**config.mk**
```make
export PLATFORM = sky130hd
export DESIGN_NAME = calerr_top
export DESIGN_NICKNAME = d
export VERILOG_FILES = /design/src/calerr_pkg.sv /design/src/calerr_top.sv
export SDC_FILE = /design/constraint.sdc
export NUM_CORES = 1
export LEC_CHECK = 0
export ABC_CLOCK_PERIOD_IN_PS = 12100
export CAP_MARGIN = 20
export CORE_MARGIN = 2
export CORE_UTILIZATION = 50
export CTS_CLUSTER_DIAMETER = 30
export DETAILED_ROUTE_END_ITERATION = 16
export DONT_BUFFER_PORTS = 1
export PLACE_DENSITY = 0.63
export SYNTH_ARGS = -nofsm -noshare
export SYNTH_HDL_FRONTEND = slang
export SYNTH_SLANG_ARGS = --single-unit
```
**constraint.sdc**
```tcl
create_clock -name clock -period 12.1 [get_ports clock]
set_input_delay 2.42 -clock clock [delete_from_list [all_inputs] [get_ports clock]]
set_output_delay 2.42 -clock clock [all_outputs]
set_load 0.05 [all_outputs]
```
**src/calerr_pkg.sv**
```systemverilog
// Purpose: shared constants and types for calibration and error-flag logic
// Assumes: 16-bit concentration words, register access by documented port
// Notes: period counts are in hour ticks, not clock cycles
package calerr_pkg;
  localparam int CONC_W = 16;
  localparam logic [15:0] BASE_REF_RST = 16'h0000;
  localparam int ABC_PERIOD_HRS = 720;
  localparam logic [15:0] ABC_PERIOD_RST = 16'(ABC_PERIOD_HRS);
  localparam logic [15:0] STEP_LIMIT_RST = 16'h0010;
  localparam int ERR_FATAL = 0;
  localparam int ERR_COMM = 1;
  localparam int ERR_CAL = 3;
  localparam logic [15:0] ERR_RST = 16'h0000;

  typedef enum logic [2:0] {
    CALERR_CMD_NONE,
    CALERR_CMD_ZERO,
    CALERR_CMD_TARGET,
    CALERR_CMD_BACKGROUND,
    CALERR_CMD_FORCED
  } calerr_cmd_t;

  typedef struct packed {
    logic valid;
    logic ok;
    logic [15:0] raw;
  } calerr_meas_t;
endpackage

```
**src/calerr_top.sv**
```systemverilog
// Purpose: calibration sequencing, baseline correction and error flags
// Assumes: measurement, front-end and bus-fault events come from same-clock logic
// Notes: offset is signed; corrected = raw - offset
`timescale 1ns/1ns
`default_nettype none

module calerr_top import calerr_pkg::*; (
  // clock and reset
  input wire logic clock,
  input wire logic resetn,
  // calibration commands
  input wire logic cmd_valid,
  input wire calerr_cmd_t cmd,
  input wire logic [15:0] cal_target,
  input wire logic [15:0] baseline_reference_value,
  input wire logic baseline_ref_we,
  input wire logic [15:0] abc_period,
  input wire logic abc_period_we,
  input wire logic [15:0] step_limit,
  input wire logic auto_baseline_correction,
  input wire logic hour_tick,
  // measurement path
  input wire calerr_meas_t meas,
  output logic [15:0] corrected,
  output logic corrected_valid,
  // fault events
  input wire logic afe_init_fail,
  input wire logic bad_addr_access,
  input wire logic err_clear,
  // status
  output logic [15:0] error_flags,
  output logic cal_busy,
  output logic [15:0] offset
);
  logic [15:0] offset_r, offset_nxt;
  logic [15:0] ref_r, period_r, hours_r, low_r;
  logic low_valid_r;
  logic [15:0] err_r, err_nxt;
  logic [15:0] corr_r;
  logic corr_v_r;
  calerr_cmd_t pend_r;
  logic cal_fail_set;

  // pending manual calibration waits for the next measurement
  wire logic manual_cmd = cmd_valid && (cmd == CALERR_CMD_ZERO || cmd == CALERR_CMD_TARGET ||
                                        cmd == CALERR_CMD_BACKGROUND);
  wire logic forced_cmd = cmd_valid && cmd == CALERR_CMD_FORCED;
  wire logic forced_ok = forced_cmd && auto_baseline_correction && low_valid_r;
  wire logic meas_take = meas.valid && pend_r != CALERR_CMD_NONE;
  wire logic period_end = auto_baseline_correction && hour_tick && (hours_r + 16'h0001 >= period_r);
  wire logic [15:0] cal_ref = (pend_r == CALERR_CMD_TARGET) ? cal_target :
                              (pend_r == CALERR_CMD_BACKGROUND) ? ref_r : 16'h0000;
  // offset needed so the baseline reads as the reference value
  wire logic [15:0] abc_goal = low_r - ref_r;
  wire logic [15:0] abc_diff = abc_goal - offset_r;
  wire logic abc_neg = abc_diff[15];
  wire logic [15:0] abc_mag = abc_neg ? (16'h0000 - abc_diff) : abc_diff;
  wire logic [15:0] abc_step = (abc_mag > step_limit) ? step_limit : abc_mag;
  wire logic [15:0] abc_next = abc_neg ? (offset_r - abc_step) : (offset_r + abc_step);

  always_comb begin
    offset_nxt = offset_r;
    cal_fail_set = 1'b0;
    if (meas_take) begin
      if (meas.ok) offset_nxt = meas.raw - cal_ref;
      else cal_fail_set = 1'b1;
    end else if (forced_ok) begin
      offset_nxt = abc_goal;
    end else if (period_end && low_valid_r) begin
      offset_nxt = abc_next;
    end
    // forced request with correction disabled is reported as a failed calibration
    if (forced_cmd && !forced_ok) cal_fail_set = 1'b1;
  end

  // set wins over clear so no event is lost
  always_comb begin
    err_nxt = err_clear ? 16'h0000 : err_r;
    if (afe_init_fail) err_nxt[ERR_FATAL] = 1'b1;
    if (bad_addr_access) err_nxt[ERR_COMM] = 1'b1;
    if (cal_fail_set) err_nxt[ERR_CAL] = 1'b1;
  end

  always_ff @(posedge clock or negedge resetn) begin
    if (!resetn) begin
      pend_r <= CALERR_CMD_NONE;
    end else if (manual_cmd) begin
      pend_r <= cmd;
    end else if (meas.valid) begin
      pend_r <= CALERR_CMD_NONE;
    end
  end

  always_ff @(posedge clock or negedge resetn) begin
    if (!resetn) begin
      offset_r <= 16'h0000;
      err_r <= ERR_RST;
    end else begin
      offset_r <= offset_nxt;
      err_r <= err_nxt;
    end
  end

  always_ff @(posedge clock or negedge resetn) begin
    if (!resetn) begin
      ref_r <= BASE_REF_RST;
      period_r <= ABC_PERIOD_RST;
    end else begin
      if (baseline_ref_we) ref_r <= baseline_reference_value;
      if (abc_period_we) period_r <= abc_period;
    end
  end

  always_ff @(posedge clock or negedge resetn) begin
    if (!resetn) begin
      hours_r <= 16'h0000;
    end else if (!auto_baseline_correction || period_end) begin
      hours_r <= 16'h0000;
    end else if (hour_tick) begin
      hours_r <= hours_r + 16'h0001;
    end
  end

  // lowest reading kept across periods; a fresh period keeps tracking the minimum
  always_ff @(posedge clock or negedge resetn) begin
    if (!resetn) begin
      low_r <= 16'hffff;
      low_valid_r <= 1'b0;
    end else if (meas.valid && meas.ok && (!low_valid_r || meas.raw < low_r)) begin
      low_r <= meas.raw;
      low_valid_r <= 1'b1;
    end
  end

  // correction uses the offset as of this cycle, so a new calibration applies next sample
  always_ff @(posedge clock or negedge resetn) begin
    if (!resetn) begin
      corr_r <= 16'h0000;
      corr_v_r <= 1'b0;
    end else begin
      corr_v_r <= meas.valid;
      if (meas.valid) corr_r <= meas.raw - offset_r;
    end
  end

  assign corrected = corr_r;
  assign corrected_valid = corr_v_r;
  assign error_flags = err_r;
  assign cal_busy = pend_r != CALERR_CMD_NONE;
  assign offset = offset_r;

  // error flags
  a_comm_flag_set: assert property (@(posedge clock) disable iff (!resetn)
    bad_addr_access |=> error_flags[ERR_COMM]) else $error("comm flag not set");
  a_fatal_flag_set: assert property (@(posedge clock) disable iff (!resetn)
    afe_init_fail |=> error_flags[ERR_FATAL]) else $error("fatal flag not set");
  a_flag_sticky: assert property (@(posedge clock) disable iff (!resetn)
    error_flags[ERR_CAL] && !err_clear |=> error_flags[ERR_CAL]) else $error("flag lost");
  a_flags_cleared: assert property (@(posedge clock) disable iff (!resetn)
    err_clear && !afe_init_fail && !bad_addr_access && !cal_fail_set
    |=> error_flags == 16'h0000) else $error("clear did not empty flags");
  a_cal_fail_flag: assert property (@(posedge clock) disable iff (!resetn)
    meas_take && !meas.ok |=> error_flags[ERR_CAL]) else $error("bad sample not flagged");
  // forced correction
  a_forced_gated: assert property (@(posedge clock) disable iff (!resetn)
    forced_cmd && !auto_baseline_correction && !meas_take |=> $stable(offset))
    else $error("forced ran while disabled");
  a_forced_fail: assert property (@(posedge clock) disable iff (!resetn)
    forced_cmd && !auto_baseline_correction |=> error_flags[ERR_CAL])
    else $error("forced refusal not flagged");
  a_forced_goal: assert property (@(posedge clock) disable iff (!resetn)
    forced_ok && !meas_take |=> offset == $past(low_r) - $past(ref_r))
    else $error("forced goal not from stored baseline");
  // manual calibrations
  a_zero_first: assert property (@(posedge clock) disable iff (!resetn)
    pend_r == CALERR_CMD_ZERO && meas.valid && meas.ok |=> offset == $past(meas.raw))
    else $error("zero cal not from first sample");
  a_target_cal: assert property (@(posedge clock) disable iff (!resetn)
    pend_r == CALERR_CMD_TARGET && meas.valid && meas.ok
    |=> offset == $past(meas.raw) - $past(cal_target)) else $error("target cal wrong");
  a_background_ref: assert property (@(posedge clock) disable iff (!resetn)
    pend_r == CALERR_CMD_BACKGROUND && meas.valid && meas.ok
    |=> offset == $past(meas.raw) - $past(ref_r)) else $error("background cal wrong");
  a_busy_on_cmd: assert property (@(posedge clock) disable iff (!resetn)
    manual_cmd |=> cal_busy) else $error("manual cmd not pending");
  a_pend_clear: assert property (@(posedge clock) disable iff (!resetn)
    cal_busy && meas.valid && !manual_cmd |=> !cal_busy) else $error("pending not retired");
  // baseline correction
  a_hours_reset: assert property (@(posedge clock) disable iff (!resetn)
    !auto_baseline_correction |=> hours_r == 16'h0000) else $error("hours kept while off");
  a_low_tracks: assert property (@(posedge clock) disable iff (!resetn)
    meas.valid && meas.ok |=> low_valid_r && low_r <= $past(meas.raw))
    else $error("baseline not lowered");
  a_step_cap: assert property (@(posedge clock) disable iff (!resetn)
    period_end && low_valid_r && !meas_take && !forced_ok && !abc_neg
    |=> (offset - $past(offset)) <= $past(step_limit)) else $error("step exceeded");
  a_step_cap_down: assert property (@(posedge clock) disable iff (!resetn)
    period_end && low_valid_r && !meas_take && !forced_ok && abc_neg
    |=> ($past(offset) - offset) <= $past(step_limit)) else $error("down step exceeded");
  // applied offset
  a_offset_hold: assert property (@(posedge clock) disable iff (!resetn)
    !meas_take && !forced_ok && !period_end |=> $stable(offset)) else $error("offset drifted");
  a_apply_offset: assert property (@(posedge clock) disable iff (!resetn)
    meas.valid |=> corrected == $past(meas.raw) - $past(offset)) else $error("offset unused");

  c_zero_cal: cover property (@(posedge clock) disable iff (!resetn)
    pend_r == CALERR_CMD_ZERO && meas.valid);
  c_target_cal: cover property (@(posedge clock) disable iff (!resetn)
    pend_r == CALERR_CMD_TARGET && meas.valid);
  c_forced_cal: cover property (@(posedge clock) disable iff (!resetn) forced_ok);
  c_period_end: cover property (@(posedge clock) disable iff (!resetn) period_end && low_valid_r);
  c_step_capped: cover property (@(posedge clock) disable iff (!resetn)
    period_end && low_valid_r && abc_mag > step_limit);
endmodule

`default_nettype wire

```
Yosys cells after proc, flatten, opt, wreduce, memory -nomap -nowiden --
Cells that the tools add are included.
Cells by class: multiplexer cells 20, bitwise logic cells 0, div/mod/pow operators 0, multiply operators 0, shift-type cells 0, magnitude comparators 3, $add $sub $neg 8, equality and inequality tests 7, reductions and logical operators 26
Operators by type and width (number):
- 2-to-1 mux 16 bit | 11
- subtractor 16 bit | 5
- adder 16 x 1 -> 16 bit (second input constant) | 1
- adder 16 bit | 1
- greater-or-equal comparator 16 bit | 1
- > comparator 16 bit | 1
- < comparator 16 bit | 1
- subtractor 1 x 16 -> 16 bit (first input constant) | 1
- == test 3 x 2 -> 1 bit (second input constant) | 4
- logical AND 1 bit | 11
- nonzero test 2 bit | 5
- 2-to-1 mux 1 bit | 6
- 2-to-1 mux 3 bit | 2
- nonzero test 3 bit | 2
- logical OR 1 bit | 4
- 2-to-1 mux 4 bit | 1
- == test 3 x 1 -> 1 bit (second input constant) | 1
- == test 3 bit (second input constant) | 1
- zero test 1 bit | 3
- != test 2 bit (second input constant) | 1
- AND reduction 2 bit | 1
Storage, ports and cells: register bits after elaboration 104, logic and storage cells 76, input bits 95, output and inout port bits 50, memory bits (read-only) 0, memories 0, RAM bits 0, latch bits 0

Longest topological paths before layout --
Gate-level depths: netlist (run 1).
word-level depth 11, mapped depth 49

Least setup slack after synthesis (run 1) --
Ideal clock, no wire load.
kind flip-flop to flip-flop, start point register low_r[0], end point register offset_r[12] (netlist: offset[12]), required time 11966 ps, buffers on the path 3, library setup time 134 ps, path slack 2185 ps, cell stages (with the launch flop) 45, arrival time 9781 ps, path through dfstp_2 inv_1 ha_1 fa_1 nor2b_1 o21ai_0 a21boi_0 o21ai_0 a21boi_0 o2111ai_1 and3_1 o41ai_1 xor2_1 ha_1 and3_1 and2_1 a22o_1 a221oi_1 (+9 left out) buf_1 o21a_1 nand2_1 xnor2_1 fa_1 a21o_1 a21oi_1 o21bai_1 a21oi_1 nor2_1 o21a_1 or3_1 a2111oi_0 o21ai_0 nor3b_1 a21o_1 a21oi_1 a21oi_1
On the way: cells in the longest elaborated chain, start to end 11, elaborated cells on any way between the ends 12, classes of those cells 5 x add/sub; 1 x order compare; 6 x mux
Ends and longest elaborated chain:
- start: declaration | line calerr_top.sv:36 | logic [15:0] ref_r, period_r, hours_r, low_r;
- start signal: assignment | line calerr_top.sv:130 | low_r <= meas.raw;
- subtractor 16 bit * | line calerr_top.sv:54 | wire logic [15:0] abc_goal = low_r - ref_r;
- subtractor 16 bit | line calerr_top.sv:55 | wire logic [15:0] abc_diff = abc_goal - offset_r;
- subtractor 1 x 16 -> 16 bit | line calerr_top.sv:57 | wire logic [15:0] abc_mag = abc_neg ? (16'h0000 - abc_diff) : abc_diff;
- 2-to-1 mux 16 bit | line calerr_top.sv:57
- > comparator 16 bit | line calerr_top.sv:58 | wire logic [15:0] abc_step = (abc_mag > step_limit) ? step_limit : abc_mag;
- 2-to-1 mux 16 bit | line calerr_top.sv:58
- adder 16 bit or subtractor 16 bit (tied branches) | line calerr_top.sv:59 | wire logic [15:0] abc_next = abc_neg ? (offset_r - abc_step) : (offset_r + abc_step);
- 2-to-1 mux 16 bit | line calerr_top.sv:59
- 2-to-1 mux 16 bit | line calerr_top.sv:69 | end else if (period_end && low_valid_r) begin
- 2-to-1 mux 16 bit * | line calerr_top.sv:67 | end else if (forced_ok) begin
- 2-to-1 mux 16 bit * | line calerr_top.sv:64 | if (meas_take) begin
- end signal: assignment | line calerr_top.sv:99 | offset_r <= offset_nxt;
- end: declaration | line calerr_top.sv:35 | logic [15:0] offset_r, offset_nxt;
Every way passes the cells marked *; elsewhere a longest branch is shown, timed or not. The select of a mux whose other input is x is not followed. A chain may end at the register's enable or synchronous reset.

Worst setup path in the final report (run 1) --
start point register low_r[0], end point register offset_r[15] (netlist: offset[15])
Same word-level chain as after synthesis.

==> results of run 1 <==
-- worst max-delay path by stage --
stage / slack [ps] / cells past startpoint / from / endpoint
after detailed placement: 940 / 44 / low_r[0]$_DFFE_PN1P_ / offset[15]$_DFFE_PN0P_
after CTS: 890 / 44 / low_r[0]$_DFFE_PN1P_ / offset[15]$_DFFE_PN0P_
final: 1030 / 44 / low_r[0]$_DFFE_PN1P_ / offset[15]$_DFFE_PN0P_
after floorplan: 2190 / 44 / low_r[0]$_DFFE_PN1P_ / offset[12]$_DFFE_PN0P_
after global placement: 1260 / 44 / low_r[0]$_DFFE_PN1P_ / offset[15]$_DFFE_PN0P_
after global routing: 100 / 44 / low_r[0]$_DFFE_PN1P_ / offset[15]$_DFFE_PN0P_
-- stage by stage --
| step | setup WS [ps] | cell area, µm² |
|---|---|---|
| finish | 1030 | 10800 |
| global route | 96.9 | 10800 |
| CTS | 891 | 10800 |
| detailed placement | 935 | 10500 |
| global placement | 1260 | 10500 |
| floorplan | 2190 | 10400 |
-- sequential cells by signal, indices dropped and copies added (netlist names) --
register and count:
period_r 16, offset 16, corrected_valid 1, pend_r 3
low_valid_r 1, low_r 16, corrected 16, ref_r 16
hours_r 16, error_flags 3
-- layout make-up --
type / count / area [µm²] / share of cell area (%)
Multi-Input combinational cell: 1005 / 7100 / 65.5
Sequential cell: 104 / 2630 / 24.2
Inverter: 111 / 417 / 3.84
Tap cell: 270 / 338 / 3.11
Clock buffer: 9 / 225 / 2.08
Timing Repair Buffer: 10 / 75.1 / 0.692
Clock inverter: 7 / 63.8 / 0.588
-- metal layers --
metal  share of wire (%)  wire [µm]
met4                 1.6        420
met1                  51      13000
met5                   0          0
met3                 5.4       1380
met2                  42      10900
-- layout by cell type, fill, tap and decap left out, drive strengths merged, types with 10 or more instances in the layout --
cell,n
o211ai,25
buf,10
xnor2,52
o21ai,121
nor2,84
ha,124
nand2,136
mux2i,11
nor2b,19
a21boi,12
o21a,19
and3,14
or2,10
mux2,43
o31ai,10
a21oi,64
nand3,26
dfrtp,84
dfstp,20
nor3,27
xor2,42
nand2b,18
a21o,27
conb,13
inv,115
-- tightest hold or removal path, delay by kind of cell, from the launching register on --
| kind | cells | cell delay (ps) |
|---|---|---|
| flops | 1 | 370 |
| buf+inv | 1 | 60 |
| mux | 1 | 70 |
-- cell families after synthesis --
| kind of cell | count (synthesis) | share of synthesized area (%) |
|---|---|---|
| other | 1 | 0.0363 |
| muxes | 54 | 5.76 |
| DFF | 104 | 25.5 |
| xor gates and xnor gates | 94 | 7.98 |
| buffers and inverters | 160 | 6.44 |
| adders and majority gates | 129 | 16.0 |
| AOI/OAI and AO/OA | 343 | 21.4 |
| and+or+nand+nor | 372 | 16.9 |
-- timing repair --
| item | CTS | global route |
|---|---|---|
| resized for setup | 0 | 1 |
| buffers inserted | 0 | 0 |
| setup endpoints to repair | 0 | 1 |
==> results.json, run 1 <==
{
  "run_status": "finished clean",
  "drive_gt1_share_pct": 9.07,
  "crit_type": "flop to flop",
  "start_util_pct": 51.0,
  "ys_seq_area_share_pct": 25.5,
  "netlist_top_cells_area": "dfrtp_1 (20%), ha_1 (15%), o21ai_0 (5.8%)",
  "wire_per_inst_um": 16.9,
  "whs_ps": 498,
  "synth_cells": 1257,
  "die-area_um2": 21800,
  "path_delay_family": "compound AO/OA/AOI/OAI gates",
  "grt_busiest_layer": "met2",
  "grt_pass1_wl_mm": 42.3,
  "synth.ff_latch_count": 104,
  "path_clk_slew_ps": 80,
  "stdcell_count": 1516,
  "hold_violations": 0,
  "core_region_area_um2": 20200,
  "clockBufferDepth": 2,
  "synth.cell_area_um2": 10300,
  "drtAntennaViolNets": 0,
  "worstPathArrival_ps": 11340,
  "via_per_inst": 5.69,
  "syn_to_final_growth_pct": 5.13,
  "io_pins": 145,
  "use_met3_pct": 4.01,
  "post-route-period-util_pct": 91.5,
  "ys_types": 68,
  "rows": 52,
  "post-synth-top-area-cell": "dfrtp_1",
  "grtUsageMet2_pct": 37.7,
  "reg2reg_slack_ps": 1030,
  "min_period_ps": 11070,
  "dp_cells": 1499,
  "die_w_um": 148,
  "syn_avg_cell_area_um2": 8.21,
  "crit_path_end_kind": "flop",
  "grt_antenna_before_repair": 0,
  "clock_skew_ps": 15.7,
  "grt_usage_pct": 24.2,
  "hold_buffers": 0,
  "io_buffers": 0,
  "grt_max_degree": 105,
  "use_met1_pct": 35.2,
  "whs_endpoint": "low_r[0]$_DFFE_PN1P_",
  "tightest_slew_ps": 974,
  "drtIter0Drc": 543,
  "worstReg2RegStart": "low_r[0]$_DFFE_PN1P_",
  "synthTopCellsByCount": "nand2_1 (136), ha_1 (124), o21ai_0 (119), inv_1 (111)",
  "rr_worst_depth": 44,
  "grt_pass1_vias": 8310,
  "die_y_um": 148,
  "gp_congestion": 0.882,
  "critPathMaxStageDelay_ps": 590,
  "cts_root_buf": "clkbuf_16",
  "synthFlopType": "dfrtp_1",
  "worstHoldStart": "low_r[0]$_DFFE_PN1P_",
  "drcViolationCount": 0,
  "min_path_type": "flop to flop",
  "cts_sinks": 104,
  "gr-total-overflow": 0,
  "antenna-diode-count": 0,
  "wirelength_mm": 25.7,
  "synth_top_area_share_pct": 20.4,
  "yosysMostFrequentCell": "nand2_1",
  "dp_hpwl_mm": 20.7,
  "htreeDepth": 3,
  "timing.fmax_mhz": 90.4,
  "setup_viol": 0,
  "ys_warn_count": 0,
  "start_kind": "flop",
  "synthArstFlopShare_pct": 100,
  "crit_fanout": 25,
  "required_ps": 12370,
  "drtPass1Iterations": 5,
  "clock_latency_ps": 360,
  "maxCapViolCount": 0,
  "report.final.slew_viol_count": 0,
  "synth_enable_flop_cells": 0,
  "tns_ps": 0,
  "cp_num_buf_inv": 2,
  "cts_tree": "built",
  "fillers": 1899,
  "utilization_pct": 53.6,
  "slew_headroom_pct": 35.1,
  "final_nets": 1465,
  "numCtsBuffers": 9,
  "reg2reg_to": "offset[15]$_DFFE_PN0P_",
  "crit_path_top_delay_cell": "or4_1",
  "routed-via-count": 8626,
  "rsz0062_at_grt": "no",
  "hold_depth": 2
}
Power of run 1 is not shown: default switching activity piles up to over one toggle a cycle in this logic, so the estimate is an artifact.
==> run 2, diff against run 1 <==
--- a/config.mk
+++ b/config.mk
@@ -7,12 +7,14 @@
 export LEC_CHECK = 0
 export ABC_CLOCK_PERIOD_IN_PS = 12100
 export CAP_MARGIN = 20
+export CELL_PAD_IN_SITES_DETAIL_PLACEMENT = 2
+export CELL_PAD_IN_SITES_GLOBAL_PLACEMENT = 2
 export CORE_MARGIN = 2
-export CORE_UTILIZATION = 50
+export CORE_UTILIZATION = 39
 export CTS_CLUSTER_DIAMETER = 30
 export DETAILED_ROUTE_END_ITERATION = 16
 export DONT_BUFFER_PORTS = 1
-export PLACE_DENSITY = 0.63
+export PLACE_DENSITY = 0.8
 export SYNTH_ARGS = -nofsm -noshare
 export SYNTH_HDL_FRONTEND = slang
 export SYNTH_SLANG_ARGS = --single-unit
==> run 2 against run 1 <==
- die area up 27%
- register-to-register slack worse by 80 ps
- via count up 5.0%
- setup slack worse by 80 ps
- critical endpoint unchanged
- routed wire length up 31%
- final cell count up 4.3%
- sequential cell count unchanged
- clock-buffer cell count up 1
==> results.json, run 2 (synthesized netlist as in run 1, its figures left out) <==
{
  "run_status": "finished clean",
  "final_nets": 1465,
  "grt_pass1_wl_mm": 55.3,
  "grt_busiest_layer": "met2",
  "drcViolationCount": 0,
  "hold_violations": 0,
  "clock_latency_ps": 370,
  "critPathMaxStageDelay_ps": 580,
  "grtUsageMet2_pct": 41.8,
  "wirelength_mm": 33.7,
  "grt_max_degree": 105,
  "crit_path_start": "low_r[0]$_DFFE_PN1P_",
  "report.final.slew_viol_count": 0,
  "worstPathArrival_ps": 11430,
  "reg2reg_to": "offset[15]$_DFFE_PN0P_",
  "min_period_ps": 11150,
  "cts_sinks": 104,
  "utilization_pct": 42.3,
  "drtIter0Drc": 322,
  "whs_ps": 518,
  "tns_ps": 0,
  "clockBufferDepth": 2,
  "hold_buffers": 0,
  "grt_pass1_vias": 10100,
  "crit_type": "flop to flop",
  "io_pins": 145,
  "slew_headroom_pct": 40.5,
  "rows": 59,
  "maxCapViolCount": 0,
  "final_common_cell": "nand2_1",
  "post-route-period-util_pct": 92.1,
  "crit_path_top_delay_cell": "or4_1",
  "die_w_um": 167,
  "core_region_area_um2": 26000,
  "dp_hpwl_mm": 26.9,
  "die-area_um2": 27800,
  "clock_skew_ps": 19.3,
  "rsz0062_at_grt": "no",
  "worstReg2RegStart": "low_r[0]$_DFFE_PN1P_",
  "reg2reg_slack_ps": 950,
  "cts_root_buf": "clkbuf_16",
  "grt_usage_pct": 24.7,
  "use_met3_pct": 3.21,
  "min_path_type": "flop to flop",
  "io_buffers": 0,
  "drive_gt1_share_pct": 9.23,
  "tightest_slew_ps": 891,
  "antenna-diode-count": 0,
  "gr-total-overflow": 0,
  "required_ps": 12380,
  "via_per_inst": 5.73,
  "rr_worst_depth": 44,
  "htreeDepth": 3,
  "drtPass1Iterations": 4,
  "setup_viol": 0,
  "cts_tree": "built",
  "crit_path_end_kind": "flop",
  "routed-via-count": 9060,
  "crit_fanout": 25,
  "grt_antenna_before_repair": 0,
  "wire_per_inst_um": 21.3,
  "use_met1_pct": 33.9,
  "numCtsBuffers": 9,
  "start_util_pct": 39.7,
  "drtAntennaViolNets": 0,
  "gp_congestion": 0.818,
  "timing.fmax_mhz": 89.7,
  "die_y_um": 167,
  "syn_to_final_growth_pct": 6.43,
  "layout_common_cells": "nand2_1 (136), ha_1 (124), o21ai_0 (119), inv_1 (111)",
  "start_kind": "flop",
  "path_clk_slew_ps": 80,
  "crit_end": "offset[15]$_DFFE_PN0P_"
}
==> run 2: worst max-delay path, delay by kind of cell (launching register included) <==
family / cells / cell delay, ps
xor gates and xnor gates: 5 / 930
adders and majority gates: 5 / 1640
buffers and inverters: 2 / 270
and+or+nand+nor: 10 / 2470
AOI/OAI and AO/OA: 20 / 4790
muxes: 2 / 390
DFF: 1 / 540
==> run 2: area by class of cell <==
cell class / count / area [µm²]
Tap cell: 335 / 419
Timing Repair Buffer: 10 / 78.8
Multi-Input combinational cell: 1005 / 7140
Fill cell: 2944 / 15000
Clock buffer: 10 / 239
Inverter: 111 / 417
Clock inverter: 6 / 61.3
Sequential cell: 104 / 2630
==> run 2: how the worst min path moves through the flow <==
| stage | end | depth (start not counted) | slack [ps] | startpoint |
|---|---|---|---|---|
| finish | period_r[4]$_DFFE_PN1P_ | 2 | 520 | period_r[4]$_DFFE_PN1P_ |
| CTS | period_r[4]$_DFFE_PN1P_ | 2 | 530 | period_r[4]$_DFFE_PN1P_ |
| detailed placement | period_r[4]$_DFFE_PN1P_ | 2 | 510 | period_r[4]$_DFFE_PN1P_ |
| global placement | low_r[0]$_DFFE_PN1P_ | 2 | 490 | low_r[0]$_DFFE_PN1P_ |
| floorplan | low_r[0]$_DFFE_PN1P_ | 2 | 470 | low_r[0]$_DFFE_PN1P_ |
| global route | low_r[0]$_DFFE_PN1P_ | 2 | 550 | low_r[0]$_DFFE_PN1P_ |
==> run 2: what timing repair did <==
action	CTS	global route
setup endpoints to repair	0	4
gates resized for setup	0	8
buffers inserted	0	0
==> run 2: metrics by stage <==
| stage | setup slack (ps) | std cells | cell area [µm²] |
|---|---|---|---|
| finish | 953 | 1581 | 11000 |
| global route | 72.8 | 1581 | 11000 |
| CTS | 481 | 1581 | 10900 |
| detailed placement | 586 | 1565 | 10600 |
| global placement | 1100 | 1564 | 10600 |
| floorplan | 2190 | 1269 | 10400 |
==> run 2: per-layer routing <==
metal,vias to the layer above,share of wire [%]
met3,24,3.1
met2,111,47
met1,4566,48
met5,-,0
met4,0,1.2
li1,4359,-
Power of run 2 is left out for the same reason.
